<file path="src/hdl/gpmux_pkg.sv">
// Purpose: Constants and state type of the pin function multiplexer.
// Assumes: Two ports of eight pins; pin index = port * 8 + pin.
// Notes: Lower flat index means lower port letter, then lower pin.
//
// How it works
// - Each pin carries at most one function.
// - Duplicate signal: lower port letter wins.
// - Read returns live pin level, any direction.
// - Unmasked bits read back as zero.
// - Bit n of mask/data is pin n.
// - Protected pins resist ordinary configuration writes.
// - Pad settings never route any signal.
package gpmux_pkg;
  localparam int NPORT = 2;
  localparam int PPIN = 8;
  localparam int NPIN = NPORT * PPIN;
  localparam int FW = 3;
  localparam int NF = 8;
  // Function codes carried in the low bits of pin_function_select_value
  localparam logic [FW-1:0] FUNC_GPIO = 3'h0;
  localparam logic [FW-1:0] FUNC_DEBUG = 3'h7;
  // Debug pins on port A 0..3, interrupt-capable pin on port B 7
  localparam logic [NPIN-1:0] PROT_MASK = 16'h800F;
  // Guard key value is arbitrary
  localparam logic [31:0] GUARD_KEY = 32'h5A5A00C3;
  localparam logic [1:0] OP_SEL = 2'h0;
  localparam logic [1:0] OP_DIR = 2'h1;
  localparam logic [1:0] OP_GUARD = 2'h2;
  localparam logic [1:0] OP_COMMIT = 2'h3;

  typedef struct packed {
    logic [NPIN-1:0][FW-1:0] sel;
    logic [NPIN-1:0] dir;
    logic [NPIN-1:0] commit;
    logic unlocked;
    logic [NPIN-1:0] pad_out;
    logic [NPIN-1:0] pad_oe;
    logic [NF-1:0] periph_in;
    logic [PPIN-1:0] rd_data;
    logic rd_valid;
  } gpmux_st_t;

  function automatic gpmux_st_t gpmux_rst_state();
    gpmux_st_t s;
    s = '0;
    for (int i = 0; i < NPIN; i++) begin
      s.sel[i] = PROT_MASK[i] ? FUNC_DEBUG : FUNC_GPIO;
    end
    return s;
  endfunction
endpackage

</file>
<file path="src/hdl/gpmux_top.sv">
// Purpose: Per-pin function multiplexer with masked pin-state readback.
// Assumes: Commands and pad inputs are synchronous to ref_clk.
// Notes: Outputs lag pad, data and read inputs by one clock and configuration commands by two; no software bus.
`timescale 1ns/1ps
module gpmux_top
  import gpmux_pkg::*;
(
  // Clock and reset
  input wire logic ref_clk,
  input wire logic resetn,
  // Configuration command
  input wire logic cmd_valid,
  input wire logic [1:0] cmd_op,
  input wire logic cmd_port,
  input wire logic [PPIN-1:0] pin_select_mask,
  input wire logic [31:0] pin_function_select_value,
  // Pin-state read
  input wire logic rd_req,
  input wire logic rd_port,
  input wire logic [PPIN-1:0] rd_mask,
  output logic [PPIN-1:0] rd_data,
  output logic rd_valid,
  // Peripheral side, indexed by function code
  input wire logic [NF-1:0] periph_out,
  input wire logic [NF-1:0] periph_oe,
  output logic [NF-1:0] periph_in,
  // Plain GPIO data
  input wire logic [NPIN-1:0] gpio_dout,
  // Package pins
  input wire logic [NPIN-1:0] pad_in,
  output logic [NPIN-1:0] pad_out,
  output logic [NPIN-1:0] pad_oe
);
  localparam gpmux_st_t ST_RST = gpmux_rst_state();

  gpmux_st_t st_r;
  gpmux_st_t st_nxt;
  logic [NF-1:0] taken;
  logic [NPIN-1:0] owns;

  // ****************************************
  // Next state
  // ****************************************
  always_comb begin
    int idx;
    idx = 0;
    st_nxt = st_r;
    st_nxt.rd_valid = 1'b0;
    taken = '0;
    owns = '0;
    // First claimant in index order owns a signal; later ones stay idle
    for (int i = 0; i < NPIN; i++) begin
      if (st_r.sel[i] != FUNC_GPIO && !taken[st_r.sel[i]]) begin
        owns[i] = 1'b1;
        taken[st_r.sel[i]] = 1'b1;
      end
    end
    st_nxt.periph_in = '0;
    for (int i = 0; i < NPIN; i++) begin
      if (owns[i]) begin
        st_nxt.periph_in[st_r.sel[i]] = pad_in[i];
      end
      // Only the select steers the pin; direction serves GPIO alone
      if (st_r.sel[i] == FUNC_GPIO) begin
        st_nxt.pad_out[i] = gpio_dout[i];
        st_nxt.pad_oe[i] = st_r.dir[i];
      end else if (owns[i]) begin
        st_nxt.pad_out[i] = periph_out[st_r.sel[i]];
        st_nxt.pad_oe[i] = periph_oe[st_r.sel[i]];
      end else begin
        st_nxt.pad_out[i] = 1'b0;
        st_nxt.pad_oe[i] = 1'b0;
      end
    end
    if (cmd_valid) begin
      unique case (cmd_op)
        OP_SEL: begin
          for (int p = 0; p < PPIN; p++) begin
            idx = int'(cmd_port) * PPIN + p;
            if (pin_select_mask[p] && (!PROT_MASK[idx] || st_r.commit[idx])) begin
              st_nxt.sel[idx] = pin_function_select_value[FW-1:0];
            end
          end
        end
        OP_DIR: begin
          for (int p = 0; p < PPIN; p++) begin
            idx = int'(cmd_port) * PPIN + p;
            if (pin_select_mask[p] && (!PROT_MASK[idx] || st_r.commit[idx])) begin
              st_nxt.dir[idx] = pin_function_select_value[0];
            end
          end
        end
        OP_GUARD: begin
          st_nxt.unlocked = (pin_function_select_value == GUARD_KEY);
        end
        OP_COMMIT: begin
          // Ignored unless the guard key came first
          if (st_r.unlocked) begin
            st_nxt.commit[cmd_port*PPIN +: PPIN] = pin_select_mask;
          end
        end
      endcase
    end
    if (rd_req) begin
      st_nxt.rd_data = pad_in[rd_port*PPIN +: PPIN] & rd_mask;
      st_nxt.rd_valid = 1'b1;
    end
  end

  // ****************************************
  // State register
  // ****************************************
  always_ff @(posedge ref_clk or negedge resetn) begin
    if (!resetn) begin
      st_r <= ST_RST;
    end else begin
      st_r <= st_nxt;
    end
  end

  // ****************************************
  // Outputs
  // ****************************************
  // Straight from the state flops, so no glitch reaches a pin
  assign rd_data = st_r.rd_data;
  assign rd_valid = st_r.rd_valid;
  assign periph_in = st_r.periph_in;
  assign pad_out = st_r.pad_out;
  assign pad_oe = st_r.pad_oe;

  // ****************************************
  // Checks
  // ****************************************
  // Helper flops for the checks only; they never reach an output
  logic seen_r;
  logic [NPIN-1:0] dup_r;
  always_ff @(posedge ref_clk or negedge resetn) begin
    if (!resetn) begin
      seen_r <= 1'b0;
      dup_r <= '0;
    end else begin
      seen_r <= 1'b1;
      for (int i = 0; i < NPIN; i++) begin
        dup_r[i] <= (st_r.sel[i] != FUNC_GPIO) && !owns[i];
      end
    end
  end
endmodule

</file>
<file path="config.mk">
export PLATFORM = sky130hd
export DESIGN_NAME = gpmux_top
export DESIGN_NICKNAME = d
export VERILOG_FILES = /design/src/hdl/gpmux_pkg.sv /design/src/hdl/gpmux_top.sv
export SDC_FILE = /design/constraint.sdc
export NUM_CORES = 1
export LEC_CHECK = 0
export ABC_AREA = 1
export BUFFER_PORTS_ARGS = -buffer_cell sky130_fd_sc_hd__buf_2
export CAP_MARGIN = 10
export CORE_ASPECT_RATIO = 0.5
export CORE_MARGIN = 3
export CORE_UTILIZATION = 25
export DETAILED_ROUTE_END_ITERATION = 6
export GPL_TIMING_DRIVEN = 0
export SKIP_CTS_REPAIR_TIMING = 1
export SLEW_MARGIN = 15
export SYNTH_ARGS = -nofsm -noshare
export SYNTH_HDL_FRONTEND = slang
export SYNTH_SLANG_ARGS = --single-unit
export TNS_END_PERCENT = 10
</file>
<file path="constraint.sdc">
create_clock -name ref_clk -period 8.8 [get_ports ref_clk]
set_clock_uncertainty 0.15 [all_clocks]
set_input_delay 1.76 -clock ref_clk [delete_from_list [all_inputs] [get_ports ref_clk]]
set_output_delay 1.76 -clock ref_clk [all_outputs]
set_load 0.05 [all_outputs]
</file>
==> impl_metrics.tcl <==
set metrics [dict create \
    grt-ovfl-total 0 \
    synth.most_common_cell "nand2_1" \
    synthCells 1534 \
    grt_max_degree 82 \
    drc 2 \
    rsz0062_at_grt "no" \
    cp-start-kind "input port" \
    max_cap_viol_count 0 \
    netlist_area_um2 10100 \
    clockRootBuffer "clkbuf_16" \
    ant_nets 0 \
    io_buffers 137 \
    netlist.area_leader.share_pct 25.7 \
    p_leak_nw 5.50 \
    ys_seq_area_share_pct 29.6 \
    drive_gt1_share_pct 19.2 \
    drt-wirelength-per-cell_um 20.4 \
    num_vias 11932 \
    drt_iter0_markers 1530 \
    fin_crit_ns 4.10 \
    yosys.area.top_type "dfrtp_1" \
    die-height_um 148 \
    crit_path_end_kind "flop" \
    tightest_slew_ns 1.25 \
    setup_violations 0 \
    grt_pass1_vias 10592 \
    fp.dieW_um 291 \
    dpl.hpwl_um 35600 \
    period_share_pct 46.6 \
    setup_tns_ns 0 \
    synth_area_leaders "dfrtp_1 26%, nand2_1 13%, nand3_1 9.1%" \
    vdd_drop_max_v 0.000151 \
    relSlewSlack_pct 15.8 \
    grt.total_usage_pct 20.3 \
    clk_latency_ns 0.43 \
    dieArea_um2 43100 \
    syn-num-nets 1638 \
    clk_path_buf_depth 2 \
    synth_ff_type "dfrtp_1" \
    finalWirelength_um 45600 \
    antenna_found_initial 4 \
    syn_avg_cell_area_um2 6.60 \
    yosys_warnings 0 \
    hold_viol_final 0 \
    status "finished, violations left" \
    ys_types 56 \
    synthArstFlopShare_pct 100 \
    path_class "in -> reg" \
    ioPinCount 153 \
    clock_sinks 119 \
    htree_levels 4 \
    syn_to_final_growth_pct 19.8 \
    antennaDiodeCount 0 \
    synth.ff_latch_count 119 \
    rows 51 \
    cts_buffers 17 \
    cts_tree "done" \
    synth-edff-count 0 \
    cp_max_fo 9 \
    utilization_pct 30.8 \
    synthTopCellsByCount "351 x nand2_1, 185 x nand3_1, 183 x inv_1, 114 x o21ai_0, 104 x dfrtp_1" \
    path_clk_slew_ns 0.06 \
    violations "design-rule violations" \
    drv_slew 0 \
    start_util_pct 25.7 \
    fmax_mhz 244 \
    cp.required_ns 9.01 \
    viasPerCell 5.34 \
    dr.pass1.iters 7 \
    power_density_nw_per_um2 296 \
    cp.arrival_ns 4.31 \
    hp-class "reg -> reg" \
    place.gp.congestion 1.00 \
    grt_pass1_wl_um 66300 \
    core_um2 39400 \
    final_nets 1795 \
]
report_power, final:
group | internal [mW] | total [mW] | switching (mW) | leakage (nW)
Sequential | 0.707 | 0.827 | 0.120 | 1.45
Clock | 0.453 | 0.749 | 0.297 | 0.302
Combinational | 0.600 | 2.01 | 1.41 | 3.75
Total | 1.76 | 3.59 | 1.83 | 5.50
final cells by class:
type,count,area (µm²)
fillers,4373,27300
multi-input cells,1119,5810
flip-flops and latches,119,3000
inverters,207,779
repair buffers,138,719
well taps,530,663
plain buffers,89,542
clock buffers,17,425
clock inverters,15,191
metrics by stage:
stage | setup slack, ns | total power, mW | instance area [µm²] | std cells | hold WS (ns)
floorplan | 5.45 | 2.23 | 10100 | 1534 | 0.297
global placement | 4.20 | 2.79 | 11500 | 2201 | 0.323
detailed placement | 4.41 | 2.79 | 11500 | 2202 | 0.336
CTS | 4.86 | 3.55 | 12100 | 2234 | 0.349
global route | 4.69 | 3.79 | 12100 | 2234 | 0.368
finish | 4.70 | 3.59 | 12100 | 2234 | 0.342
worst max-delay path: stages:
cell and delay (ns):
clkbuf_1 0.59, clkinv_1 0.78, nand2_1 0.23, o221ai_1 0.14, a2111oi_0 0.50, a32o_1 0.30
cell families after synthesis:
group / count (synthesis) / synth area share (%)
compound gates: 314 / 19.7
buf+inv: 296 / 13.0
flops: 119 / 29.6
mux: 4 / 0.445
other cells: 1 / 0.0370
simple gates: 800 / 37.2
registers in the layout (all words and copies together), names as in the netlist:
signal     count
pad_out       16
periph_in      8
pad_oe        16
rd_valid       1
st_r          70
rd_data        8
cells in the final DEF (no fill, tap or decap), drive strengths merged, types with 2 or more instances in the layout:
cell type | synthesis | layout
o2111ai | 21 | 21
bufinv | 0 | 3
nor3 | 100 | 100
o211ai | 3 | 3
nor2 | 97 | 97
nand2 | 362 | 362
or4 | 2 | 2
clkinv | 8 | 13
a221oi | 17 | 17
dfstp | 15 | 15
nand4 | 30 | 30
nand3 | 198 | 198
buf | 60 | 198
a22oi | 23 | 23
and2 | 3 | 3
mux2 | 4 | 4
dfrtp | 104 | 104
o2bb2ai | 2 | 2
o22ai | 53 | 53
o31ai | 2 | 2
o221ai | 5 | 5
a32o | 5 | 5
clkbuf | 29 | 46
o41ai | 8 | 8
inv | 199 | 205
a31oi | 13 | 13
a21oi | 31 | 31
nor4 | 6 | 6
o21ai | 125 | 125
routing by layer:
| metal | vias up | wire length (µm) | global-route usage (%) |
|---|---|---|---|
| li1 | 5602 | - | - |
| met1 | 5510 | 19500 | 27.9 |
| met2 | 696 | 18900 | 29.1 |
| met3 | 116 | 5510 | 7.16 |
| met4 | 8 | 1720 | 7.91 |
| met5 | - | 46 | 0 |
path summary, 6_finish.rpt:
| kind | startpoint | endpoint | slack (ns) | depth (start not counted) |
|---|---|---|---|---|
| max | periph_oe[5] | pad_oe[10]$_DFF_PN0_ | 4.70 | 6 |
| min | st_r[70]$_DFFE_PN0P_ | st_r[70]$_DFFE_PN0P_ | 0.34 | 2 |
| max reg2reg | st_r[85]$_DFFE_PN1P_ | periph_in[2]$_DFF_PN0_ | 5.04 | 20 |
| min reg2reg | st_r[70]$_DFFE_PN0P_ | st_r[70]$_DFFE_PN0P_ | 0.34 | 2 |
| max in group asynchronous | resetn | st_r[89]$_DFFE_PN1P_ | 6.65 | 2 |
| min in group asynchronous | resetn | periph_in[3]$_DFF_PN0_ | 1.08 | 1 |
(Power assumes the default switching activity.)
